File: config.mk
export PLATFORM = sky130hd
export DESIGN_NAME = pfe_irq_regs
export DESIGN_NICKNAME = d
export VERILOG_FILES = /design/src/rtl/pfe_pkg.sv /design/src/rtl/pfe_flag_bank.sv /design/src/rtl/pfe_irq_regs.sv
export SDC_FILE = /design/constraint.sdc
export NUM_CORES = 1
export LEC_CHECK = 0
export BUFFER_PORTS_ARGS = -buffer_cell sky130_fd_sc_hd__buf_4
export CELL_PAD_IN_SITES_DETAIL_PLACEMENT = 1
export CELL_PAD_IN_SITES_GLOBAL_PLACEMENT = 2
export CORE_MARGIN = 4
export CORE_UTILIZATION = 36
export CTS_CLUSTER_DIAMETER = 60
export DETAILED_ROUTE_END_ITERATION = 10
export GPL_TIMING_DRIVEN = 0
export PLACE_DENSITY = 0.81
export SYNTH_ARGS = -nofsm -noshare
export SYNTH_HDL_FRONTEND = slang
export SYNTH_HIERARCHICAL = 1
export SYNTH_SLANG_ARGS = --single-unit
File: constraint.sdc
create_clock -name pclk -period 3.5 [get_ports pclk]
set_clock_uncertainty 0.05 [all_clocks]
set_input_delay 0.35 -clock pclk [delete_from_list [all_inputs] [get_ports pclk]]
set_output_delay 0.35 -clock pclk [all_outputs]
set_load 0.005 [all_outputs]
File: src/rtl/pfe_pkg.sv
package pfe_pkg;
	// ==========================================================
	// Register byte addresses
	localparam logic [11:0] ADDR_FLAGS_ONE   = 12'h0_000;
	localparam logic [11:0] ADDR_CC_FLAGS    = 12'h0_004;
	localparam logic [11:0] ADDR_EN_FIVE     = 12'h0_008;
	localparam logic [11:0] ADDR_EN_ONE      = 12'h0_00C;
	localparam logic [11:0] ADDR_EN_FOUR     = 12'h0_010;
	localparam logic [11:0] ADDR_FLAGS_FIVE  = 12'h0_014;
	localparam logic [11:0] ADDR_FLAGS_TWO   = 12'h0_018;
	localparam logic [11:0] ADDR_FLAGS_THREE = 12'h0_01C;
	localparam logic [11:0] ADDR_FLAGS_SIX   = 12'h0_020;
	localparam logic [11:0] ADDR_CTRL        = 12'h0_024;
	localparam logic [11:0] ADDR_IRQ_STATUS  = 12'h0_028;
	localparam logic [11:0] ADDR_IRQ_MASK    = 12'h0_02C;
	// ==========================================================
	// Field positions of the first flag register
	localparam int BIT_UNIMPL     = 7;
	localparam int BIT_CONV_DONE  = 6;
	localparam int BIT_RX_FULL    = 5;
	localparam int BIT_TX_EMPTY   = 4;
	localparam int BIT_SYNC_DONE  = 3;
	localparam int BIT_T1_GATE    = 2;
	localparam int BIT_T2_MATCH   = 1;
	localparam int BIT_T1_OVF     = 0;
	// Control register: bit 0 is the global interrupt enable
	localparam int BIT_GLOBAL_EN  = 0;
	// ==========================================================
	// Reset values and masks
	localparam logic [7:0] RESET_BYTE     = 8'h00;
	localparam logic [7:0] FLAGS_ONE_WMASK = 8'h4F;
	localparam logic [7:0] FULL_MASK      = 8'hFF;
	// Bits present on the small-memory variant
	localparam logic [7:0] CC_SMALL_MASK  = 8'h3F;
	localparam logic [7:0] EN5_SMALL_MASK = 8'h17;
	localparam logic [2:0] IRQ_RESET      = 3'h0;
	// Sticky event bits: 0 request rose, 1 unmapped access, 2 rx overrun
	localparam int EV_REQ_RISE = 0;
	localparam int EV_UNMAPPED = 1;
	localparam int EV_RX_OVR   = 2;
endpackage

File: src/rtl/pfe_flag_bank.sv
`timescale 1ns/10ps
// Eight software-cleared sticky flags; set wins over a write of zero
module pfe_flag_bank #(
	parameter logic [7:0] IMPL_MASK = 8'hFF
) (
	// Clock and reset
	input  wire logic       pclk,
	input  wire logic       presetn,
	// Events and software write
	input  wire logic [7:0] set_evt,
	input  wire logic       wr_en,
	input  wire logic [7:0] wr_data,
	// Flag state
	output logic      [7:0] flags
);
	// ==========================================================
	// State
	typedef struct packed {
		logic [7:0] flags_reg;
	} pfe_bank_st_t;

	pfe_bank_st_t st_reg;
	pfe_bank_st_t st_next;

	// Next-state: writes store, events set afterwards
	always_comb begin
		st_next = st_reg;
		if (wr_en) begin
			st_next.flags_reg = wr_data;
		end
		st_next.flags_reg = (st_next.flags_reg | set_evt) & IMPL_MASK;
	end

	// Registers
	always_ff @(posedge pclk or negedge presetn) begin
		if (!presetn) begin
			st_reg <= '0;
		end else begin
			st_reg <= st_next;
		end
	end

	assign flags = st_reg.flags_reg;
endmodule

File: src/rtl/pfe_irq_regs.sv
// Design decisions made here: register access over APB and the address map.
`timescale 1ns/10ps
// ==========================================================
// Notes on behaviour
// - A flag sets on its source event whatever its enable and the global enable hold.
// - Six peripheral flag registers exist to cover every source.
// - Bit 7 of the first flag register reads zero and ignores writes.
// - The converter-done flag in bit 6 sets on conversion end and holds until written zero.
// - The read-only receive flag in bit 5 is high while the receive buffer holds data.
// - The read-only transmit flag in bit 4 is high while the transmit buffer is empty.
// - The sync port flag in bit 3 sets when a transfer ends and holds until cleared.
// - The timer-one gate flag in bit 2 sets on a gate event and only software clears it.
// - The timer-two match flag in bit 1 sets on a period match and holds until cleared.
// - The timer-one overflow flag in bit 0 sets on overflow and holds until written zero.
// - On the small-memory variant the top capture flags and marked enables are absent.
// - Enable bit 6 of the fifth enable register gates the timer-twelve match request.
// - Enable bit 5 of the fifth enable register gates the timer-ten match request.
module pfe_irq_regs #(
	parameter bit SMALL_MEMORY = 1'b0
) (
	// Clock and reset
	input  wire logic        pclk,
	input  wire logic        presetn,
	// APB slave
	input  wire logic        psel,
	input  wire logic        penable,
	input  wire logic        pwrite,
	input  wire logic [11:0] paddr,
	input  wire logic [31:0] pwdata,
	output logic      [31:0] prdata,
	output logic             pready,
	output logic             pslverr,
	// Events into the first flag register, one-cycle pulses
	input  wire logic        conv_done_evt,
	input  wire logic        sync_done_evt,
	input  wire logic        t1_gate_evt,
	input  wire logic        t2_match_evt,
	input  wire logic        t1_ovf_evt,
	// Serial buffer status and accesses
	input  wire logic        rx_data_evt,
	input  wire logic        rx_buf_read,
	input  wire logic        tx_buf_write,
	input  wire logic        tx_done_evt,
	// Other event groups
	input  wire logic [7:0]  capcomp_evt,
	input  wire logic [7:0]  timer_evt_five,
	input  wire logic [7:0]  evt_two,
	input  wire logic [7:0]  evt_three,
	input  wire logic [7:0]  evt_six,
	// Requests
	output logic             periph_irq,
	output logic             irq
);
	// ==========================================================
	// State
	typedef struct packed {
		logic       rx_full;
		logic       tx_empty;
		logic [7:0] en_one;
		logic [7:0] en_four;
		logic [7:0] en_five;
		logic       global_en;
		logic [2:0] ev_status;
		logic [2:0] ev_mask;
		logic       req_prev;
		logic [31:0] rdata;
	} pfe_state_t;

	pfe_state_t st_reg;
	pfe_state_t st_next;

	localparam logic [7:0] CC_MASK =
		SMALL_MEMORY ? pfe_pkg::CC_SMALL_MASK : pfe_pkg::FULL_MASK;
	localparam logic [7:0] EN5_MASK =
		SMALL_MEMORY ? pfe_pkg::EN5_SMALL_MASK : pfe_pkg::FULL_MASK;

	// Widen a byte into a bus word
	function automatic logic [31:0] pfe_word(input logic [7:0] b);
		pfe_word = {24'h00_0000, b};
	endfunction

	// ==========================================================
	// Bus decode
	logic        acc;
	logic        wr;
	logic        rd;
	logic        mapped;
	logic [7:0]  wbyte;

	assign acc   = psel & penable;
	assign wr    = acc & pwrite;
	assign rd    = acc & ~pwrite;
	assign wbyte = pwdata[7:0];

	// Address map check
	always_comb begin
		case (paddr)
			pfe_pkg::ADDR_FLAGS_ONE, pfe_pkg::ADDR_CC_FLAGS, pfe_pkg::ADDR_EN_FIVE,
			pfe_pkg::ADDR_EN_ONE, pfe_pkg::ADDR_EN_FOUR, pfe_pkg::ADDR_FLAGS_FIVE,
			pfe_pkg::ADDR_FLAGS_TWO, pfe_pkg::ADDR_FLAGS_THREE, pfe_pkg::ADDR_FLAGS_SIX,
			pfe_pkg::ADDR_CTRL, pfe_pkg::ADDR_IRQ_STATUS,
			pfe_pkg::ADDR_IRQ_MASK: mapped = 1'b1;
			default: mapped = 1'b0;
		endcase
	end

	// ==========================================================
	// Flag banks
	logic [7:0] f1_sw;
	logic [7:0] f1_set;
	logic [7:0] cc_flags;
	logic [7:0] f2;
	logic [7:0] f3;
	logic [7:0] f5;
	logic [7:0] f6;
	logic [7:0] flags_one;

	// Software-cleared bits of the first register
	assign f1_set = {1'b0, conv_done_evt, 2'b00, sync_done_evt,
		t1_gate_evt, t2_match_evt, t1_ovf_evt};

	pfe_flag_bank #(.IMPL_MASK(pfe_pkg::FLAGS_ONE_WMASK)) u_f1 (
		.pclk    (pclk),
		.presetn (presetn),
		.set_evt (f1_set),
		.wr_en   (wr && paddr == pfe_pkg::ADDR_FLAGS_ONE),
		.wr_data (wbyte),
		.flags   (f1_sw)
	);

	pfe_flag_bank #(.IMPL_MASK(CC_MASK)) u_f4 (
		.pclk    (pclk),
		.presetn (presetn),
		.set_evt (capcomp_evt),
		.wr_en   (wr && paddr == pfe_pkg::ADDR_CC_FLAGS),
		.wr_data (wbyte),
		.flags   (cc_flags)
	);

	pfe_flag_bank u_f2 (
		.pclk    (pclk),
		.presetn (presetn),
		.set_evt (evt_two),
		.wr_en   (wr && paddr == pfe_pkg::ADDR_FLAGS_TWO),
		.wr_data (wbyte),
		.flags   (f2)
	);

	pfe_flag_bank u_f3 (
		.pclk    (pclk),
		.presetn (presetn),
		.set_evt (evt_three),
		.wr_en   (wr && paddr == pfe_pkg::ADDR_FLAGS_THREE),
		.wr_data (wbyte),
		.flags   (f3)
	);

	pfe_flag_bank u_f5 (
		.pclk    (pclk),
		.presetn (presetn),
		.set_evt (timer_evt_five),
		.wr_en   (wr && paddr == pfe_pkg::ADDR_FLAGS_FIVE),
		.wr_data (wbyte),
		.flags   (f5)
	);

	pfe_flag_bank u_f6 (
		.pclk    (pclk),
		.presetn (presetn),
		.set_evt (evt_six),
		.wr_en   (wr && paddr == pfe_pkg::ADDR_FLAGS_SIX),
		.wr_data (wbyte),
		.flags   (f6)
	);

	// Assemble first register; bit 7 always zero
	assign flags_one = {1'b0, f1_sw[pfe_pkg::BIT_CONV_DONE], st_reg.rx_full,
		st_reg.tx_empty, f1_sw[3:0]};

	// ==========================================================
	// Request to the core
	logic req;
	logic [7:0] en5_sel;

	// Fifth enables each gate one timer source of the fifth flags
	assign en5_sel = f5 & st_reg.en_five;
	assign req = st_reg.global_en &
		(|(flags_one & st_reg.en_one) | |(cc_flags & st_reg.en_four) |
		|en5_sel);

	// ==========================================================
	// Next-state logic
	logic [2:0] ev_set;

	always_comb begin
		st_next  = st_reg;
		ev_set   = 3'h0;
		// Receive buffer full: load sets, buffer read clears
		if (rx_buf_read) begin
			st_next.rx_full = 1'b0;
		end
		if (rx_data_evt) begin
			st_next.rx_full = 1'b1;
		end
		// Transmit buffer empty: write clears, shift-out sets
		if (tx_buf_write) begin
			st_next.tx_empty = 1'b0;
		end
		if (tx_done_evt) begin
			st_next.tx_empty = 1'b1;
		end
		// Register writes
		if (wr) begin
			case (paddr)
				pfe_pkg::ADDR_EN_ONE:   st_next.en_one  = wbyte & pfe_pkg::FLAGS_ONE_WMASK |
					wbyte & 8'h30;
				pfe_pkg::ADDR_EN_FOUR:  st_next.en_four = wbyte & CC_MASK;
				pfe_pkg::ADDR_EN_FIVE:  st_next.en_five = wbyte & EN5_MASK;
				pfe_pkg::ADDR_CTRL:     st_next.global_en = pwdata[pfe_pkg::BIT_GLOBAL_EN];
				pfe_pkg::ADDR_IRQ_MASK: st_next.ev_mask = pwdata[2:0];
				pfe_pkg::ADDR_IRQ_STATUS: st_next.ev_status = st_reg.ev_status & ~pwdata[2:0];
				default: ;
			endcase
		end
		// Sticky events; set wins over clear
		ev_set[pfe_pkg::EV_REQ_RISE] = req & ~st_reg.req_prev;
		ev_set[pfe_pkg::EV_UNMAPPED] = acc & ~mapped;
		ev_set[pfe_pkg::EV_RX_OVR]   = rx_data_evt & st_reg.rx_full & ~rx_buf_read;
		st_next.ev_status = st_next.ev_status | ev_set;
		st_next.req_prev  = req;
		// Read data captured at setup, presented in the access cycle
		case (paddr)
			pfe_pkg::ADDR_FLAGS_ONE:   st_next.rdata = pfe_word(flags_one);
			pfe_pkg::ADDR_CC_FLAGS:    st_next.rdata = pfe_word(cc_flags);
			pfe_pkg::ADDR_EN_FIVE:     st_next.rdata = pfe_word(st_reg.en_five);
			pfe_pkg::ADDR_EN_ONE:      st_next.rdata = pfe_word(st_reg.en_one);
			pfe_pkg::ADDR_EN_FOUR:     st_next.rdata = pfe_word(st_reg.en_four);
			pfe_pkg::ADDR_FLAGS_FIVE:  st_next.rdata = pfe_word(f5);
			pfe_pkg::ADDR_FLAGS_TWO:   st_next.rdata = pfe_word(f2);
			pfe_pkg::ADDR_FLAGS_THREE: st_next.rdata = pfe_word(f3);
			pfe_pkg::ADDR_FLAGS_SIX:   st_next.rdata = pfe_word(f6);
			pfe_pkg::ADDR_CTRL:        st_next.rdata = {31'h0000_0000, st_reg.global_en};
			pfe_pkg::ADDR_IRQ_STATUS:  st_next.rdata = {29'h0000_0000, st_reg.ev_status};
			pfe_pkg::ADDR_IRQ_MASK:    st_next.rdata = {29'h0000_0000, st_reg.ev_mask};
			default:                   st_next.rdata = 32'h0000_0000;
		endcase
	end

	// Registers
	always_ff @(posedge pclk or negedge presetn) begin
		if (!presetn) begin
			st_reg          <= '0;
			st_reg.tx_empty <= 1'b1;
		end else begin
			st_reg <= st_next;
		end
	end

	// ==========================================================
	// Outputs
	assign pready     = 1'b1;
	assign pslverr    = acc & ~mapped;
	assign prdata     = (rd & mapped) ? st_reg.rdata : 32'h0000_0000;
	assign periph_irq = st_reg.req_prev;
	assign irq        = |(st_reg.ev_status & st_reg.ev_mask);
endmodule

==> metrics.cfg, run 1 <==
[cts]
cts_resized=0
cts.sinks=86
cts_tree=yes
root_buffer=clkbuf_16
clock_path_buffers=2
post_cts_buffers=0
postCtsHoldBufs=0
worstSkewPairLatency_ps=340
cts_made_buffers=9
path_clk_slew_ps=60
htreeDepth=3

[route]
ant_nets=0
totalWireLength_um=14100
routed-via-count=3476
drc_errors=0
dr.pass1.iters=5
wl_per_cell_um=21.0
drt_iter0_drc=215
vias_per_cell=5.17

[hold_path]
hold_end=flags_one[4]
whs_path_depth=2
min_from=tx_done_evt
hold_class=primary input to flip-flop

[setup_path]
worst-r2r-setup-slack_ps=1700
reg2reg_to=st_reg[36]
start_kind=primary input
cp.required_ps=3670
cp_max_fo=10
end_kind=flip-flop
r2r_start=u_f4/flags[4]
crit_arrival_ps=2850
ff2ff_path_depth=4
crit_type=primary input to flip-flop

[placed_design]
dp.final_hpwl_um=10200
io_buffer_count=83
gp_congestion=0.886

[sta]
fin_crit_ps=2670
final-setup-viol-count=0
fmax_ghz=0.374
fin_crit_sh=0.763
hold_violations=0
rsz0062_at_grt=no
finalSetupTns_ps=0
slew_headroom=0.268
hold-worst-slack_ps=138
drv_slew=0
worst_pin_slew_ps=1100

[global_route]
gr-total-overflow=0
grt_pass1_vias=3792
groute.usage.overall=0.198
grt_pass1_wl_um=21900
grt_start_max_net_pins=87
antenna_found_initial=0

[final_layout]
insertedDiodeCount=0
drive_above_1_share=0.428
area_growth_pct=26.9
largest_register_ffs=38
nNetsFinal=594
fillers=1383

[status]
outcome=complete, no violations

[pwr]
p_per_area_nw_per_um2=384
p_leak_nw=2.50
ir_drop_mv=0.209

[synth]
netlist_area_um2=4630
syn_inst=379
yosysWarnings=6
post_synth.cell_area_avg_um2=12.2

[floorplanning]
fp.dieH_um=121
rows=41
start_util=0.367
die-area_um2=14700
design.portCount=134
die_x_um=121
core_um2=12600

[job]
maxCapViolations=0

[worst max-delay path by stage]
stage	start	end	slack (ps)	cells after the start
finish	paddr[2]	u_f4/flags[5]	830	8
global route	paddr[2]	u_f4/flags[5]	620	8
CTS	paddr[2]	u_f4/flags[5]	770	8
detailed placement	paddr[2]	u_f4/flags[4]	440	8
global placement	paddr[2]	u_f5/flags[5]	510	8
floorplan	paddr[2]	u_f6/flags[4]	1270	7
[cell type report]
cell class                      count  area (um^2)  area share
Tap cell                          172          215      0.0366
Multi-Input combinational cell    273         2250       0.383
Sequential cell                    86         2150       0.366
Clock inverter                      4         70.1      0.0119
Timing Repair Buffer               83          623       0.106
Inverter                            3         11.3     0.00191
Buffer                             40          303      0.0515
Clock buffer                       11          253      0.0430
[critical path, cell delays in order]
cell,delay [ps]
buf_2,300
buf_2,360
clkbuf_1,470
nand2b_1,150
nor2_1,650
buf_6,260
nor2b_1,70
a211o_1,220
[routing by layer]
layer  GRT usage  vias to the layer above  part of all wire  routed length (um)
met5           0                        -                 0                   0
met4      0.0525                        0             0.011                 154
met3      0.0420                       11             0.063                 893
met2       0.321                      117              0.48                6820
met1       0.270                     1742              0.44                6260
li1            -                     1606                 -                   -
[report_power, final]
| group | internal [mW] | switching, mW | leakage (nW) |
|---|---|---|---|
| clock | 0.658 | 0.393 | 0.161 |
| sequential | 0.997 | 0.00228 | 0.944 |
| combinational | 0.100 | 0.110 | 1.40 |
| total | 1.75 | 0.506 | 2.50 |
[per-stage QoR]
step | setup WS [ps] | utilization | cells | power (mW) | cell area, um^2
floorplan | 1270 | - | 402 | 1.10 | 4720
global placement | 508 | 0.440 | 657 | 1.23 | 5560
detailed placement | 443 | 0.440 | 657 | 1.23 | 5560
CTS | 765 | 0.466 | 672 | 2.28 | 5880
global route | 618 | 0.466 | 672 | 2.34 | 5880
finish | 829 | 0.466 | 672 | 2.26 | 5880
[cells in the final DEF (no fill, tap or decap), types with 10 or more instances in the layout]
master	count
a22oi_1	15
nand2_1	10
dfrtp_1	85
mux4_2	11
buf_4	109
and2_1	10
mux2_2	19
nor2b_1	43
a211o_1	15
a211o_2	30
conb_1	25
Note: power is estimated with default switching activity, not from simulation.
==> run 2: changes to the inputs <==
--- a/config.mk
+++ b/config.mk
@@ -5,15 +5,16 @@
 export SDC_FILE = /design/constraint.sdc
 export NUM_CORES = 1
 export LEC_CHECK = 0
+export ABC_AREA = 1
 export BUFFER_PORTS_ARGS = -buffer_cell sky130_fd_sc_hd__buf_4
 export CELL_PAD_IN_SITES_DETAIL_PLACEMENT = 1
 export CELL_PAD_IN_SITES_GLOBAL_PLACEMENT = 2
 export CORE_MARGIN = 4
-export CORE_UTILIZATION = 36
+export CORE_UTILIZATION = 30
 export CTS_CLUSTER_DIAMETER = 60
 export DETAILED_ROUTE_END_ITERATION = 10
 export GPL_TIMING_DRIVEN = 0
-export PLACE_DENSITY = 0.81
+export PLACE_DENSITY = 0.76
 export SYNTH_ARGS = -nofsm -noshare
 export SYNTH_HDL_FRONTEND = slang
 export SYNTH_HIERARCHICAL = 1
==> constraint.sdc (replaced) <==
create_clock -name pclk -period 2.6 [get_ports pclk]
set_clock_uncertainty 0.05 [all_clocks]
set_input_delay 0.26 -clock pclk [delete_from_list [all_inputs] [get_ports pclk]]
set_output_delay 0.26 -clock pclk [all_outputs]
set_load 0.005 [all_outputs]
==> metrics.cfg, run 2 <==
[status]
outcome=complete, no violations

[floorplanning]
rows=48  ; +17%
design.portCount=134  ; unchanged
core_um2=17300  ; +37%
die-area_um2=19800  ; +34%
fp.dieH_um=141  ; +16%
start_util=0.306  ; -0.0616
die_x_um=141  ; +16%

[pwr]
p_per_area_nw_per_um2=454  ; +18%
p_leak_nw=3.34  ; +34%
ir_drop_mv=0.318  ; +52%
p_total_mw=3.00  ; +33%

[sta]
final-setup-viol-count=0  ; unchanged
worst_slack_ps=608  ; -221 ps
hold-worst-slack_ps=37.8  ; -100 ps
worst_pin_slew_ps=1140  ; +42.3 ps
drv_slew=0  ; unchanged
rsz0062_at_grt=no
fin_crit_ps=1990
slew_headroom=0.239  ; -0.0282
fmax_ghz=0.502
finalSetupTns_ps=0  ; unchanged
fin_crit_sh=0.766
hold_violations=0  ; unchanged

[final_layout]
fillers=2147  ; +55%
final_cells=1030  ; +53%
mostFrequentLayoutCell=nand2_1
nNetsFinal=898  ; +51%
final_area_um2=6610  ; +12%
final_util=0.382  ; -0.0840
largest_register_ffs=38  ; unchanged
area_growth_pct=25.0
insertedDiodeCount=0  ; unchanged
drive_above_1_share=0.330  ; -0.0976
layout_common_cells=189 x nand2_1, 117 x buf_4, 85 x dfrtp_1

[setup_path]
cp_top_family=simple AND/OR/NAND/NOR gates
cp.required_ps=2290  ; -1380 ps
crit_start=paddr[1]
worst-r2r-setup-slack_ps=1230  ; -470 ps
start_kind=primary input
max_stage_delay_ps=220  ; -430 ps
crit_type=primary input to output pin
crit_arrival_ps=1680  ; -1170 ps
worstPathBufferInverterCount=2  ; -2
r2r_start=flags_one[5]
end_kind=output pin
cpMostUsedCell=nor2_2
ff2ff_path_depth=8  ; +4
cp_max_fo=8  ; -2
crit_slowest_cell=nor2_4
critical_path.endpoint=prdata[4]
worstPathCellList=buf_4 -> nor2_2 -> nand2_1 -> nor2_4 -> nand2_2 -> nand3_1 -> nor2_2 -> nand2_8 -> nand2_4 -> nor2_2 -> buf_4
cp.depth=11  ; +3
reg2reg_to=st_reg[36]

[route]
drt_iter0_drc=193  ; -10%
routed-via-count=4688  ; +35%
wl_per_cell_um=16.6  ; -21%
ant_nets=0  ; unchanged
dr.pass1.iters=4  ; -1
totalWireLength_um=17100  ; +21%
drc_errors=0  ; unchanged
vias_per_cell=4.55  ; -12%

[placed_design]
io_buffer_count=84  ; +1.2%
dp_cells=1013  ; +54%
gp_congestion=0.894  ; +0.87%
dp.final_hpwl_um=13600  ; +33%
dpl-instance-area_um2=6280  ; +13%
dpl_worst_slack_ps=541  ; +97.9 ps

[synth]
yosysWarnings=6  ; unchanged
syn_inst=681  ; +80%
netlist_area_um2=5290  ; +14%
post_synth.cell_area_avg_um2=7.76  ; -37%

[global_route]
antenna_found_initial=0  ; unchanged
grt_start_max_net_pins=87  ; unchanged
grt_pass1_wl_um=27500  ; +25%
groute.usage.overall=0.179  ; -0.0192
gr-total-overflow=0  ; unchanged
grt_pass1_vias=4945  ; +30%

[cts]
htreeDepth=3  ; unchanged
path_clk_slew_ps=60  ; about the same
clock_path_buffers=2  ; unchanged
cts_resized=0  ; unchanged
cts_made_buffers=9  ; unchanged
root_buffer=clkbuf_16
cts_tree=yes
cts.sinks=86  ; unchanged
post_cts_buffers=0  ; unchanged
postCtsHoldBufs=1  ; +1
worstSkewPairLatency_ps=350  ; about the same

[job]
maxCapViolations=0  ; unchanged

[hold_path]
hold_class=primary input to flip-flop

run 2: where the power goes:
| group | leakage [nW] | internal, mW | total (mW) | switching, mW |
|---|---|---|---|---|
| Combinational | 2.25 | 0.114 | 0.251 | 0.137 |
| Sequential | 0.944 | 1.34 | 1.34 | 0.00311 |
| Clock | 0.150 | 0.845 | 1.41 | 0.560 |
run 2: final cells by class:
cell class | instances | area (um^2) | area share
buffer | 44 | 353 | 0.0534
clock buffer | 11 | 233 | 0.0352
clock inverter | 5 | 81.3 | 0.0123
inverter | 95 | 394 | 0.0596
multi-input combinational | 479 | 2470 | 0.374
sequential | 86 | 2150 | 0.326
tap | 225 | 282 | 0.0426
timing repair buffer | 85 | 641 | 0.0970
run 2: worst min-delay path by stage:
stage                             from             to  slack, ps  cells past startpoint
final                      rx_buf_read     st_reg[38]         40                      2
after floorplan                presetn   flags_one[5]        -90                      0
after global routing        evt_six[3]  u_f6/flags[3]         40                      3
after global placement    tx_buf_write   flags_one[4]        370                      2
after CTS                  rx_buf_read     st_reg[38]         20                      2
after detailed placement  tx_buf_write   flags_one[4]        360                      2
run 2: per-layer routing:
layer,GRT usage,share of wire,vias up
li1,-,-,2303
met1,0.253,0.47,2275
met2,0.288,0.47,96
met3,0.0302,0.045,14
met4,0.0403,0.012,0
met5,0,0,-
